**config.mk**
```make
export PLATFORM = sky130hd
export DESIGN_NAME = prde_ring_host
export DESIGN_NICKNAME = d
export VERILOG_FILES = /design/src/core/prde_pkg.sv /design/src/core/prde_reg_if.sv /design/src/core/prde_ring_host.sv /design/src/core/prde_ring_ptr.sv /design/src/core/prde_apb_regs.sv
export SDC_FILE = /design/constraint.sdc
export NUM_CORES = 1
export LEC_CHECK = 0
export BUFFER_PORTS_ARGS = -buffer_cell sky130_fd_sc_hd__buf_2
export CELL_PAD_IN_SITES_DETAIL_PLACEMENT = 1
export CELL_PAD_IN_SITES_GLOBAL_PLACEMENT = 1
export CORE_MARGIN = 4
export CORE_UTILIZATION = 40
export DETAILED_ROUTE_END_ITERATION = 7
export PLACE_DENSITY = 0.71
export SETUP_SLACK_MARGIN = 0.5
export SYNTH_ARGS = -nofsm -noshare
export SYNTH_HDL_FRONTEND = slang
export SYNTH_SLANG_ARGS = --single-unit
```
**constraint.sdc**
```tcl
create_clock -name pclk -period 7 [get_ports pclk]
set_input_delay 0.35 -clock pclk [delete_from_list [all_inputs] [get_ports pclk]]
set_output_delay 0.35 -clock pclk [all_outputs]
set_load 0.005 [all_outputs]
```
**src/core/prde_pkg.sv**
```systemverilog
// constants, types and decode helpers of the packed ring host engine
package prde_pkg;

   // apb register map, byte offsets
   localparam int unsigned PRDE_APB_AW = 8;
   localparam logic [7:0] PRDE_OFF_CTRL = 8'h00;
   localparam logic [7:0] PRDE_OFF_QSIZE = 8'h04;
   localparam logic [7:0] PRDE_OFF_DADDR_LO = 8'h08;
   localparam logic [7:0] PRDE_OFF_DADDR_HI = 8'h0C;
   localparam logic [7:0] PRDE_OFF_DLEN = 8'h10;
   localparam logic [7:0] PRDE_OFF_DIDFL = 8'h14;
   localparam logic [7:0] PRDE_OFF_POST = 8'h18;
   localparam logic [7:0] PRDE_OFF_STATUS = 8'h1C;
   localparam logic [7:0] PRDE_OFF_USED_ID = 8'h20;
   localparam logic [7:0] PRDE_OFF_USED_LEN = 8'h24;
   localparam logic [7:0] PRDE_OFF_CONSUME = 8'h28;
   localparam logic [7:0] PRDE_OFF_INDEX = 8'h2C;

   // register field positions
   localparam int unsigned PRDE_CTRL_EN = 0;
   localparam int unsigned PRDE_CTRL_CLR = 1;
   localparam int unsigned PRDE_DIDFL_FL_LSB = 16;
   localparam int unsigned PRDE_ST_BUSY = 0;
   localparam int unsigned PRDE_ST_FULL = 1;
   localparam int unsigned PRDE_ST_USED = 2;
   localparam int unsigned PRDE_ST_AWRAP = 3;
   localparam int unsigned PRDE_ST_UWRAP = 4;
   localparam int unsigned PRDE_ST_QERR = 5;
   localparam int unsigned PRDE_ST_CNT_LSB = 16;
   localparam int unsigned PRDE_USED_WR_BIT = 16;
   localparam int unsigned PRDE_IDX_HI_LSB = 16;

   // ring geometry
   localparam int unsigned PRDE_IDX_W = 15;
   localparam int unsigned PRDE_CNT_W = 16;
   localparam logic [15:0] PRDE_QSIZE_MAX = 16'h8000;
   localparam logic [15:0] PRDE_QSIZE_RST = 16'h0100;
   localparam logic PRDE_WRAP_RST = 1'b1;

   // descriptor layout: addr, len, id, flags from the low end
   localparam int unsigned PRDE_DESC_W = 128;
   localparam int unsigned PRDE_D_ADDR_LSB = 0;
   localparam int unsigned PRDE_D_LEN_LSB = 64;
   localparam int unsigned PRDE_D_ID_LSB = 96;
   localparam int unsigned PRDE_D_FL_LSB = 112;

   // descriptor flag bits
   localparam int unsigned PRDE_FL_NEXT = 0;
   localparam int unsigned PRDE_FL_WRITE = 1;
   localparam int unsigned PRDE_FL_INDIRECT = 2;
   localparam int unsigned PRDE_FL_AVAIL = 7;
   localparam int unsigned PRDE_FL_USED = 15;

   typedef enum logic [2:0] {
      PRDE_S_IDLE = 3'b001,
      PRDE_S_POST = 3'b010,
      PRDE_S_POLL = 3'b100
   } prde_state_t;

   // flags word of an offered descriptor
   function automatic logic [15:0] prde_avail_flags(input logic [2:0] fl, input logic wrap);
      logic [15:0] f;
      f = 16'h0000;
      f[PRDE_FL_NEXT] = fl[PRDE_FL_NEXT];
      f[PRDE_FL_WRITE] = fl[PRDE_FL_WRITE];
      f[PRDE_FL_INDIRECT] = fl[PRDE_FL_INDIRECT];
      f[PRDE_FL_AVAIL] = wrap;
      f[PRDE_FL_USED] = ~wrap;
      return f;
   endfunction

   // slot counts as used when both indicators equal the expected wrap
   function automatic logic prde_is_used(input logic [15:0] f, input logic wrap);
      return (f[PRDE_FL_AVAIL] == wrap) && (f[PRDE_FL_USED] == wrap);
   endfunction

endpackage

```
**src/core/prde_reg_if.sv**
```systemverilog
// orders and status between the register file and the ring engine
`timescale 1ns/1ps
`default_nettype none
interface prde_reg_if;
   logic enable;
   logic ring_clr;
   logic [15:0] qsize;
   logic [63:0] d_addr;
   logic [31:0] d_len;
   logic [15:0] d_id;
   logic [2:0] d_flags;
   logic post_req;
   logic post_done;
   logic consume;
   logic [15:0] consume_n;
   logic full;
   logic qsize_err;
   logic used_valid;
   logic [15:0] used_id;
   logic used_wr;
   logic [31:0] used_len;
   logic avail_wrap;
   logic used_wrap;
   logic [15:0] outstanding;
   logic [14:0] avail_idx;
   logic [14:0] used_idx;

   modport regs (
      output enable, ring_clr, qsize, d_addr, d_len, d_id, d_flags, post_req, consume, consume_n,
      input post_done, full, qsize_err, used_valid, used_id, used_wr, used_len, avail_wrap,
      input used_wrap, outstanding, avail_idx, used_idx
   );
   modport core (
      input enable, ring_clr, qsize, d_addr, d_len, d_id, d_flags, post_req, consume, consume_n,
      output post_done, full, qsize_err, used_valid, used_id, used_wr, used_len, avail_wrap,
      output used_wrap, outstanding, avail_idx, used_idx
   );
endinterface
`default_nettype wire

```
**src/core/prde_ring_host.sv**
```systemverilog
// driver-side engine that offers descriptors into a packed ring and collects used ones
//
// Register access over APB and the address map were decided locally.
`timescale 1ns/1ps
`default_nettype none
module prde_ring_host (
   // clock and reset
   input wire logic pclk,
   input wire logic presetn,
   // apb slave
   input wire logic psel,
   input wire logic penable,
   input wire logic pwrite,
   input wire logic [prde_pkg::PRDE_APB_AW-1:0] paddr,
   input wire logic [31:0] pwdata,
   output logic [31:0] prdata,
   output logic pready,
   output logic pslverr,
   // shared ring memory, one descriptor per access
   output logic ring_req,
   output logic ring_we,
   output logic [prde_pkg::PRDE_IDX_W-1:0] ring_slot,
   output logic [prde_pkg::PRDE_DESC_W-1:0] ring_wdata,
   input wire logic ring_ack,
   input wire logic [prde_pkg::PRDE_DESC_W-1:0] ring_rdata,
   // available buffer notification
   output logic avail_notify
);
   import prde_pkg::*;

   prde_reg_if rif ();

   prde_apb_regs u_regs (
      .pclk(pclk),
      .presetn(presetn),
      .psel(psel),
      .penable(penable),
      .pwrite(pwrite),
      .paddr(paddr),
      .pwdata(pwdata),
      .prdata(prdata),
      .pready(pready),
      .pslverr(pslverr),
      .rif(rif)
   );

   prde_state_t state_q, state_d;
   logic req_q, we_q, notify_q, used_valid_q, used_wr_q;
   logic [PRDE_IDX_W-1:0] slot_q;
   logic [PRDE_DESC_W-1:0] wdata_q;
   logic [PRDE_CNT_W-1:0] out_q;
   logic [15:0] used_id_q;
   logic [31:0] used_len_q;
   logic [PRDE_IDX_W-1:0] a_idx, u_idx;
   logic a_wrap, u_wrap;

   wire st_idle = state_q == PRDE_S_IDLE;
   wire st_post = state_q == PRDE_S_POST;
   wire st_poll = state_q == PRDE_S_POLL;
   wire qsize_ok = (rif.qsize != 16'h0000) && (rif.qsize <= PRDE_QSIZE_MAX);
   wire full = out_q >= rif.qsize;
   wire clr = rif.ring_clr && st_idle;
   wire start_post = st_idle && rif.enable && !clr && qsize_ok && rif.post_req && !full;
   wire start_poll = st_idle && rif.enable && !clr && qsize_ok && !start_post
      && !used_valid_q && (out_q != '0);
   wire post_ack = st_post && ring_ack;
   wire poll_ack = st_poll && ring_ack;
   wire [15:0] rd_flags = ring_rdata[PRDE_D_FL_LSB +: 16];
   wire rd_used = prde_is_used(rd_flags, u_wrap);
   wire got_used = poll_ack && rd_used;
   wire rd_wr = rd_flags[PRDE_FL_WRITE];

   // a group completion covers n slots; zero counts as one, never past what is out
   wire [15:0] n_raw = (rif.consume_n == 16'h0000) ? 16'h0001 : rif.consume_n;
   wire [15:0] n_eff = (n_raw > out_q) ? out_q : n_raw;
   wire do_consume = rif.consume && used_valid_q && !clr;
   wire [PRDE_CNT_W-1:0] out_inc = post_ack ? 16'h0001 : 16'h0000;
   wire [PRDE_CNT_W-1:0] out_dec = do_consume ? n_eff : 16'h0000;

   // offered descriptor: address, length, id and flags packed at their fields
   wire [PRDE_DESC_W-1:0] offer = {prde_avail_flags(rif.d_flags, a_wrap), rif.d_id,
      rif.d_len, rif.d_addr};

   prde_ring_ptr u_avail (
      .pclk(pclk),
      .presetn(presetn),
      .clr(clr),
      .adv(post_ack),
      .step(16'h0001),
      .qsize(rif.qsize),
      .idx(a_idx),
      .wrap(a_wrap)
   );

   prde_ring_ptr u_used (
      .pclk(pclk),
      .presetn(presetn),
      .clr(clr),
      .adv(do_consume),
      .step(n_eff),
      .qsize(rif.qsize),
      .idx(u_idx),
      .wrap(u_wrap)
   );

   always_comb begin
      state_d = state_q;
      unique case (state_q)
         PRDE_S_IDLE: begin
            if (start_post) state_d = PRDE_S_POST;
            else if (start_poll) state_d = PRDE_S_POLL;
         end
         PRDE_S_POST: begin
            if (ring_ack) state_d = PRDE_S_IDLE;
         end
         PRDE_S_POLL: begin
            if (ring_ack) state_d = PRDE_S_IDLE;
         end
         default: state_d = PRDE_S_IDLE;
      endcase
   end

   always_ff @(posedge pclk or negedge presetn) begin
      if (!presetn) begin
         state_q <= PRDE_S_IDLE;
         req_q <= 1'b0;
         we_q <= 1'b0;
         slot_q <= '0;
         wdata_q <= '0;
      end else begin
         state_q <= state_d;
         if (start_post || start_poll) begin
            req_q <= 1'b1;
            we_q <= start_post;
            slot_q <= start_post ? a_idx : u_idx;
            wdata_q <= start_post ? offer : wdata_q;
         end else if (ring_ack) begin
            req_q <= 1'b0;
            we_q <= 1'b0;
         end
      end
   end

   always_ff @(posedge pclk or negedge presetn) begin
      if (!presetn) begin
         out_q <= '0;
         notify_q <= 1'b0;
      end else begin
         out_q <= clr ? '0 : out_q + out_inc - out_dec;
         notify_q <= post_ack;
      end
   end

   // a newly found used entry wins over a consume in the same cycle
   always_ff @(posedge pclk or negedge presetn) begin
      if (!presetn) begin
         used_valid_q <= 1'b0;
         used_wr_q <= 1'b0;
         used_id_q <= 16'h0000;
         used_len_q <= 32'h00000000;
      end else begin
         used_valid_q <= got_used || (used_valid_q && !do_consume && !clr);
         if (got_used) begin
            used_id_q <= ring_rdata[PRDE_D_ID_LSB +: 16];
            used_wr_q <= rd_wr;
            used_len_q <= rd_wr ? ring_rdata[PRDE_D_LEN_LSB +: 32] : 32'h00000000;
         end
      end
   end

   assign ring_req = req_q;
   assign ring_we = we_q;
   assign ring_slot = slot_q;
   assign ring_wdata = wdata_q;
   assign avail_notify = notify_q;
   assign rif.post_done = post_ack;
   assign rif.full = full;
   assign rif.qsize_err = !qsize_ok;
   assign rif.used_valid = used_valid_q;
   assign rif.used_id = used_id_q;
   assign rif.used_wr = used_wr_q;
   assign rif.used_len = used_len_q;
   assign rif.avail_wrap = a_wrap;
   assign rif.used_wrap = u_wrap;
   assign rif.outstanding = out_q;
   assign rif.avail_idx = a_idx;
   assign rif.used_idx = u_idx;

   property p_offer_flags;
      @(posedge pclk) disable iff (!presetn)
      (ring_req && ring_we) |-> (ring_wdata[PRDE_D_FL_LSB + PRDE_FL_AVAIL] == a_wrap)
         && (ring_wdata[PRDE_D_FL_LSB + PRDE_FL_USED] != a_wrap);
   endproperty
   a_offer_flags: assert property (p_offer_flags) else $error("offer indicators wrong");

   property p_no_overfill;
      @(posedge pclk) disable iff (!presetn)
      start_post |-> (out_q < rif.qsize) && (rif.qsize <= PRDE_QSIZE_MAX);
   endproperty
   a_no_overfill: assert property (p_no_overfill) else $error("offer into a full ring");

   property p_req_hold;
      @(posedge pclk) disable iff (!presetn)
      (ring_req && !ring_ack) |=> ring_req && $stable(ring_slot) && $stable(ring_we)
         && $stable(ring_wdata);
   endproperty
   a_req_hold: assert property (p_req_hold) else $error("ring request dropped early");

   property p_post_slot;
      @(posedge pclk) disable iff (!presetn)
      start_post |=> ring_req && ring_we && (ring_slot == $past(a_idx));
   endproperty
   a_post_slot: assert property (p_post_slot) else $error("offer not at the next slot");

   property p_post_count;
      @(posedge pclk) disable iff (!presetn)
      (post_ack && !do_consume && !clr) |=> (out_q == $past(out_q) + 16'h0001) ##0 avail_notify;
   endproperty
   a_post_count: assert property (p_post_count) else $error("offer not counted or notified");

   property p_used_seen;
      @(posedge pclk) disable iff (!presetn)
      (poll_ack && !used_valid_q) |=> (used_valid_q == $past(rd_used))
         && (!used_valid_q || used_id_q == $past(ring_rdata[PRDE_D_ID_LSB +: 16]));
   endproperty
   a_used_seen: assert property (p_used_seen) else $error("used entry missed or wrong id");

   property p_len_mask;
      @(posedge pclk) disable iff (!presetn)
      (used_valid_q && !used_wr_q) |-> (used_len_q == 32'h00000000);
   endproperty
   a_len_mask: assert property (p_len_mask) else $error("length kept without write flag");

   property p_skip;
      @(posedge pclk) disable iff (!presetn)
      (do_consume && !post_ack) |=> !used_valid_q && (out_q == $past(out_q) - $past(n_eff));
   endproperty
   a_skip: assert property (p_skip) else $error("group skip miscounted");

   property p_no_poll_pending;
      @(posedge pclk) disable iff (!presetn)
      used_valid_q |-> !(ring_req && !ring_we);
   endproperty
   a_no_poll_pending: assert property (p_no_poll_pending) else $error("poll while pending");

   property p_poll_slot;
      @(posedge pclk) disable iff (!presetn)
      start_poll |=> ring_req && !ring_we && (ring_slot == $past(u_idx));
   endproperty
   a_poll_slot: assert property (p_poll_slot) else $error("poll not at the next slot");

   // every access leaves at least one idle cycle before the next request
   property p_req_gap;
      @(posedge pclk) disable iff (!presetn)
      (ring_req && ring_ack) |=> !ring_req;
   endproperty
   a_req_gap: assert property (p_req_gap) else $error("ring request not released");

   // an invalid ring size stalls the engine
   property p_size_stall;
      @(posedge pclk) disable iff (!presetn)
      (!qsize_ok && !ring_req) |=> !ring_req;
   endproperty
   a_size_stall: assert property (p_size_stall) else $error("access with bad ring size");

   property p_restart;
      @(posedge pclk) disable iff (!presetn)
      clr |=> (out_q == '0) && !used_valid_q && (a_wrap == PRDE_WRAP_RST)
         && (u_wrap == PRDE_WRAP_RST);
   endproperty
   a_restart: assert property (p_restart) else $error("restart left state behind");

   property p_len_keep;
      @(posedge pclk) disable iff (!presetn)
      (got_used && rd_wr) |=> used_wr_q
         && (used_len_q == $past(ring_rdata[PRDE_D_LEN_LSB +: 32]));
   endproperty
   a_len_keep: assert property (p_len_keep) else $error("used length lost");
endmodule
`default_nettype wire

```
**src/core/prde_ring_ptr.sv**
```systemverilog
// circular ring position with its one-bit wrap counter
`timescale 1ns/1ps
`default_nettype none
module prde_ring_ptr (
   // clock and reset
   input wire logic pclk,
   input wire logic presetn,
   // control
   input wire logic clr,
   input wire logic adv,
   input wire logic [15:0] step,
   input wire logic [15:0] qsize,
   // position
   output logic [prde_pkg::PRDE_IDX_W-1:0] idx,
   output logic wrap
);
   import prde_pkg::*;

   logic [PRDE_IDX_W-1:0] idx_q, idx_d;
   logic wrap_q, wrap_d;
   wire [16:0] sum = {2'b00, idx_q} + {1'b0, step};
   wire wrap_hit = sum >= {1'b0, qsize};
   wire [16:0] sum_wr = sum - {1'b0, qsize};

   // past the last slot the position wraps to the sum less qsize and the counter flips
   assign idx_d = clr ? '0 : (adv ? (wrap_hit ? sum_wr[PRDE_IDX_W-1:0] : sum[PRDE_IDX_W-1:0])
                                  : idx_q);
   assign wrap_d = clr ? PRDE_WRAP_RST : ((adv && wrap_hit) ? ~wrap_q : wrap_q);
   assign idx = idx_q;
   assign wrap = wrap_q;

   always_ff @(posedge pclk or negedge presetn) begin
      if (!presetn) begin
         idx_q <= '0;
         wrap_q <= PRDE_WRAP_RST;
      end else begin
         idx_q <= idx_d;
         wrap_q <= wrap_d;
      end
   end

   property p_step_idx;
      @(posedge pclk) disable iff (!presetn)
      (adv && !clr && !wrap_hit) |=> (idx == $past(sum[PRDE_IDX_W-1:0]))
         && (wrap == $past(wrap));
   endproperty
   a_step_idx: assert property (p_step_idx) else $error("position out of order");

   property p_wrap_flip;
      @(posedge pclk) disable iff (!presetn)
      (adv && !clr && wrap_hit) |=> (wrap != $past(wrap))
         && (idx == $past(sum_wr[PRDE_IDX_W-1:0]));
   endproperty
   a_wrap_flip: assert property (p_wrap_flip) else $error("wrap not flipped at ring end");

   property p_clr_init;
      @(posedge pclk) disable iff (!presetn)
      clr |=> (wrap == PRDE_WRAP_RST) && (idx == '0);
   endproperty
   a_clr_init: assert property (p_clr_init) else $error("restart left wrap off");
endmodule
`default_nettype wire

```
**src/core/prde_apb_regs.sv**
```systemverilog
// apb register file of the packed ring host engine
`timescale 1ns/1ps
`default_nettype none
module prde_apb_regs (
   // clock and reset
   input wire logic pclk,
   input wire logic presetn,
   // apb slave
   input wire logic psel,
   input wire logic penable,
   input wire logic pwrite,
   input wire logic [prde_pkg::PRDE_APB_AW-1:0] paddr,
   input wire logic [31:0] pwdata,
   output logic [31:0] prdata,
   output logic pready,
   output logic pslverr,
   // engine side
   prde_reg_if.regs rif
);
   import prde_pkg::*;

   function automatic logic hit(input logic [7:0] a, input logic [7:0] off);
      return a == off;
   endfunction

   logic en_q, clr_q, post_q, cons_q;
   logic [15:0] qsize_q, cons_n_q;
   logic [31:0] alo_q, ahi_q, len_q, idfl_q, prdata_q;

   wire wr = psel && penable && pwrite;
   wire rd_setup = psel && !penable && !pwrite;
   wire mapped = hit(paddr, PRDE_OFF_CTRL) || hit(paddr, PRDE_OFF_QSIZE)
      || hit(paddr, PRDE_OFF_DADDR_LO) || hit(paddr, PRDE_OFF_DADDR_HI)
      || hit(paddr, PRDE_OFF_DLEN) || hit(paddr, PRDE_OFF_DIDFL)
      || hit(paddr, PRDE_OFF_POST) || hit(paddr, PRDE_OFF_STATUS)
      || hit(paddr, PRDE_OFF_USED_ID) || hit(paddr, PRDE_OFF_USED_LEN)
      || hit(paddr, PRDE_OFF_CONSUME) || hit(paddr, PRDE_OFF_INDEX);
   wire wr_ok = wr && mapped;

   wire [31:0] status = {rif.outstanding, 10'h000, rif.qsize_err, rif.used_wrap,
      rif.avail_wrap, rif.used_valid, rif.full, post_q};
   wire [31:0] rd_mux =
      hit(paddr, PRDE_OFF_CTRL) ? {31'h00000000, en_q} :
      hit(paddr, PRDE_OFF_QSIZE) ? {16'h0000, qsize_q} :
      hit(paddr, PRDE_OFF_DADDR_LO) ? alo_q :
      hit(paddr, PRDE_OFF_DADDR_HI) ? ahi_q :
      hit(paddr, PRDE_OFF_DLEN) ? len_q :
      hit(paddr, PRDE_OFF_DIDFL) ? idfl_q :
      hit(paddr, PRDE_OFF_STATUS) ? status :
      hit(paddr, PRDE_OFF_USED_ID) ? {15'h0000, rif.used_wr, rif.used_id} :
      hit(paddr, PRDE_OFF_USED_LEN) ? rif.used_len :
      hit(paddr, PRDE_OFF_INDEX) ? {1'b0, rif.used_idx, 1'b0, rif.avail_idx} :
      32'h00000000;

   // a new post wins over the completion of the previous one
   wire post_d = (wr_ok && hit(paddr, PRDE_OFF_POST)) || (post_q && !rif.post_done);

   assign pready = 1'b1;
   assign pslverr = psel && penable && !mapped;
   assign prdata = prdata_q;
   assign rif.enable = en_q;
   assign rif.ring_clr = clr_q;
   assign rif.qsize = qsize_q;
   assign rif.d_addr = {ahi_q, alo_q};
   assign rif.d_len = len_q;
   assign rif.d_id = idfl_q[15:0];
   assign rif.d_flags = idfl_q[PRDE_DIDFL_FL_LSB +: 3];
   assign rif.post_req = post_q;
   assign rif.consume = cons_q;
   assign rif.consume_n = cons_n_q;

   always_ff @(posedge pclk or negedge presetn) begin
      if (!presetn) begin
         en_q <= 1'b0;
         clr_q <= 1'b0;
         post_q <= 1'b0;
         cons_q <= 1'b0;
         qsize_q <= PRDE_QSIZE_RST;
         cons_n_q <= 16'h0000;
         alo_q <= 32'h00000000;
         ahi_q <= 32'h00000000;
         len_q <= 32'h00000000;
         idfl_q <= 32'h00000000;
         prdata_q <= 32'h00000000;
      end else begin
         clr_q <= wr_ok && hit(paddr, PRDE_OFF_CTRL) && pwdata[PRDE_CTRL_CLR];
         cons_q <= wr_ok && hit(paddr, PRDE_OFF_CONSUME);
         post_q <= post_d;
         if (rd_setup) begin
            prdata_q <= rd_mux;
         end
         if (wr_ok && hit(paddr, PRDE_OFF_CTRL)) en_q <= pwdata[PRDE_CTRL_EN];
         if (wr_ok && hit(paddr, PRDE_OFF_QSIZE)) qsize_q <= pwdata[15:0];
         if (wr_ok && hit(paddr, PRDE_OFF_DADDR_LO)) alo_q <= pwdata;
         if (wr_ok && hit(paddr, PRDE_OFF_DADDR_HI)) ahi_q <= pwdata;
         if (wr_ok && hit(paddr, PRDE_OFF_DLEN)) len_q <= pwdata;
         if (wr_ok && hit(paddr, PRDE_OFF_DIDFL)) idfl_q <= {13'h0000, pwdata[18:0]};
         if (wr_ok && hit(paddr, PRDE_OFF_CONSUME)) cons_n_q <= pwdata[15:0];
      end
   end
endmodule
`default_nettype wire

```
==> flow_summary.ini <==
[place]
port-buffer-count = 264
gp_congestion = 0.895
placed_cell_area_um2 = 23900
dp.cells = 2868
dpl_worst_slack_ns = 0.565
post-dp-hpwl_mm = 56.4

[cells_and_area]
final_core_utilization_pct = 47.3
nFillCells = 5850
multiInputGateArea_um2 = 10700
regArea_um2 = 10500
drive_above_1_share_pct = 30.0
fin_area_um2 = 25500
nets = 2525
fin_cells = 2967
areaGrowthSynthToFinish_pct = 16.7

[cts]
cts_root_buf = clkbuf_16
clock_latency_ns = 0.59
cts_buffers = 45
tritoncts = yes
cts.htree.levels = 2
cts.path.max_buffers = 3
clk_pin_slew_ns = 0.06
cts.sinks = 419

[synth]
yosys.cell_types.count = 81
synthAdderAreaFrac_pct = 6.66
ys.flop_type = dfrtp_1
synth_edf_count = 0
yosysMostFrequentCell = dfrtp_1
synth_top_family_by_area = multiplexers
synth-async-reset-ratio_pct = 100
ys_seq_area_share_pct = 48.0
synthesis.area_um2 = 21900
yosysTopAreaCell = dfrtp_1
yosysWarnings = 0
yosys_register_bits = 419
synth_top_area_share_pct = 47.5
synth_mux_area_share_pct = 15.5
synthCells = 1982
yosys.area_share.xor_xnor_pct = 2.44
synth_compound_area_share_pct = 13.8
synth-simple-area-share_pct = 9.96
syn_avg_cell_area_um2 = 11.0
yosys-top-cells-area = dfrtp_1 48%, mux2_2 14%, ha_1 6.3%
synth_common_cells = 415 x dfrtp_1, 267 x mux2_2, 148 x nand2_1

[global_routing]
track_usage_pct = 25.9
antenna_found_initial = 6
grt_pass1_vias = 18377
grt_pass1_wl_mm = 118
grt_max_degree = 129
grt_overflow = 0

[sta]
finalCriticalPeriod_ns = 6.19
setup_ws_ns = 0.806
final_hold_viol_count = 0
setup_viol = 0
fin_hold_ws_ns = 0.0266
drv_slew = 0
max_slew_margin_pct = 17.2
finalSetupTns_ns = 0
rsz0062_at_grt = false
worst_slew_pin_slew_ns = 1.24
period_share_pct = 88.5
fmax_mhz = 161
finClkSkew_ns = 0.0221

[setup_path]
crit_fanout = 17
r2r.worst_path.cells = 24
r2r-start = u_regs.rif.consume_n[10]
cp-end-kind = flip-flop
required_ns = 7.48
rr_endpoint = u_used.idx[0]
crit_type = flip-flop to flip-flop
worst_ep_arrival_time_ns = 6.67
ff2ff_setup_slack_ns = 0.81
start_kind = flip-flop

[floorplan]
die-area_um2 = 58400
start_util_pct = 40.5
die_w_um = 242
die_h_um = 242
top_level_ports = 354
core_um2 = 53900
rows = 85

[routing]
routed-wl-met3_mm = 4.88
drt_iter0_drc = 1513
ant_nets = 0
drcViolationCount = 0
routed_wl_mm = 78.1
avgViaCountPerCell = 5.94
drt-wirelength-per-cell_um = 26.3
dr.pass1.iters = 6
top_layer = met5
num_vias = 17625
wl_met2_mm = 37.3
wirelength_met1_mm = 33.9

[power_and_ir_drop]
ir_drop_mv = 0.144
power_density_nw_per_um2 = 235
leakagePower_nw = 12.9
total_power_mw = 6.00

[hold_path]
worstHoldStart = ring_ack
hp-class = input port to flip-flop
min_path_cells = 2
min_to = ring_req

[status]
status = complete, no violations

[job]
maxCapViolations = 0
==> state kept, by name, summed over array words and instances, names as in the netlist, 19 cells and up <==
name              flops
u_regs.prdata        32
u_regs.rif.d_len     32
u_regs.ahi_q         32
ring_wdata          117
u_regs.idfl_q        19
rif.used_len         32
u_regs.alo_q         32
==> routing by layer <==
metal,vias to the layer above,GRT usage (%)
met5,-,0
met4,6,6.61
met3,120,4.44
met2,550,43.3
met1,9205,35.4
li1,7744,-
==> worst max-delay path by stage <==
stage                                        start       endpoint  slack (ns)  cells after the start
after floorplan            u_regs.rif.consume_n[9]  u_used.idx[1]        1.48                     23
after CTS                  u_regs.rif.consume_n[9]  u_used.idx[0]        0.59                     24
after detailed placement   u_regs.rif.consume_n[9]  u_used.idx[1]        0.57                     22
after global placement     u_regs.rif.consume_n[9]  u_used.idx[1]        0.79                     22
final                     u_regs.rif.consume_n[10]  u_used.idx[0]        0.81                     24
after global routing       u_regs.rif.consume_n[9]  u_used.idx[8]        0.52                     25
==> layout make-up <==
type | count | area share, %
Timing Repair Buffer | 315 | 6.93
Tap cell | 696 | 3.41
Multi-Input combinational cell | 1386 | 41.9
Clock inverter | 19 | 0.751
Inverter | 70 | 1.03
Sequential cell | 419 | 41.1
Clock buffer | 60 | 4.87
Antenna cell | 2 | 0.0196
==> critical path, cell delays in order, from the launching register on <==
cell and delay (ns):
dfrtp_1 0.45, nor4_1 0.35, a41oi_1 0.20, ha_1 0.22, nand2b_1 0.13, a21oi_1 0.19, o21ai_2 0.12, a31oi_4 0.27
buf_4 0.20, mux2_2 0.37, ha_1 0.34, nor2b_1 0.18, o31ai_2 0.35, a21o_1 0.29, nor2_1 0.07, nor3_1 0.22
xnor2_1 0.19, ha_1 0.32, and3_1 0.18, a221o_1 0.28, a31o_2 0.25, o21ai_2 0.19, o21ai_4 0.19, mux2_2 0.35
a21oi_1 0.19
==> cells by family (layout without fill, tap and decap cells) <==
kind of cell               after synthesis  count (layout)
other                                    2              14
muxes                                  301             301
buffers and inverters                  187             464
adders and majority gates              114             114
xor gates and xnor gates                60              60
and+or+nand+nor                        459             459
AOI/OAI and AO/OA                      440             440
DFF                                    419             419
==> what timing repair did <==
action | CTS | global route
endpoints found under the setup margin | 1 | 16
pin swaps | 0 | 1
hold buffers | 11 | 0
resized for setup | 1 | 4
endpoints found under the hold margin | 124 | 0
gates cloned | 0 | 0
buffers inserted | 0 | 7
==> power breakdown <==
group          leakage [nW]  internal (mW)  switching [mW]
registers              5.70           2.49           0.104
logic                  6.50          0.427           0.622
clock network         0.709           1.33            1.03
total                  12.9           4.25            1.76
==> cell usage in the layout, fill, tap and decap left out, types with 17 or more instances in the layout <==
cell / Yosys / layout
a221o_1: 18 / 18
ha_1: 110 / 110
dfrtp_1: 415 / 415
nand2_1: 148 / 148
a211oi_1: 18 / 17
nor3_1: 53 / 51
nand3_1: 59 / 59
xnor2_1: 41 / 41
a31oi_1: 17 / 17
a21o_1: 23 / 23
buf_4: 14 / 38
buf_2: 33 / 263
o21ai_0: 122 / 122
mux2_2: 267 / 267
a22oi_1: 63 / 63
xor2_1: 18 / 18
nor2_1: 103 / 96
inv_1: 70 / 70
a22o_1: 22 / 22
mux2i_1: 18 / 18
a21oi_1: 63 / 63
a222oi_1: 17 / 17
clkbuf_16: 0 / 45
Note: power is estimated with default switching activity, not from simulation.
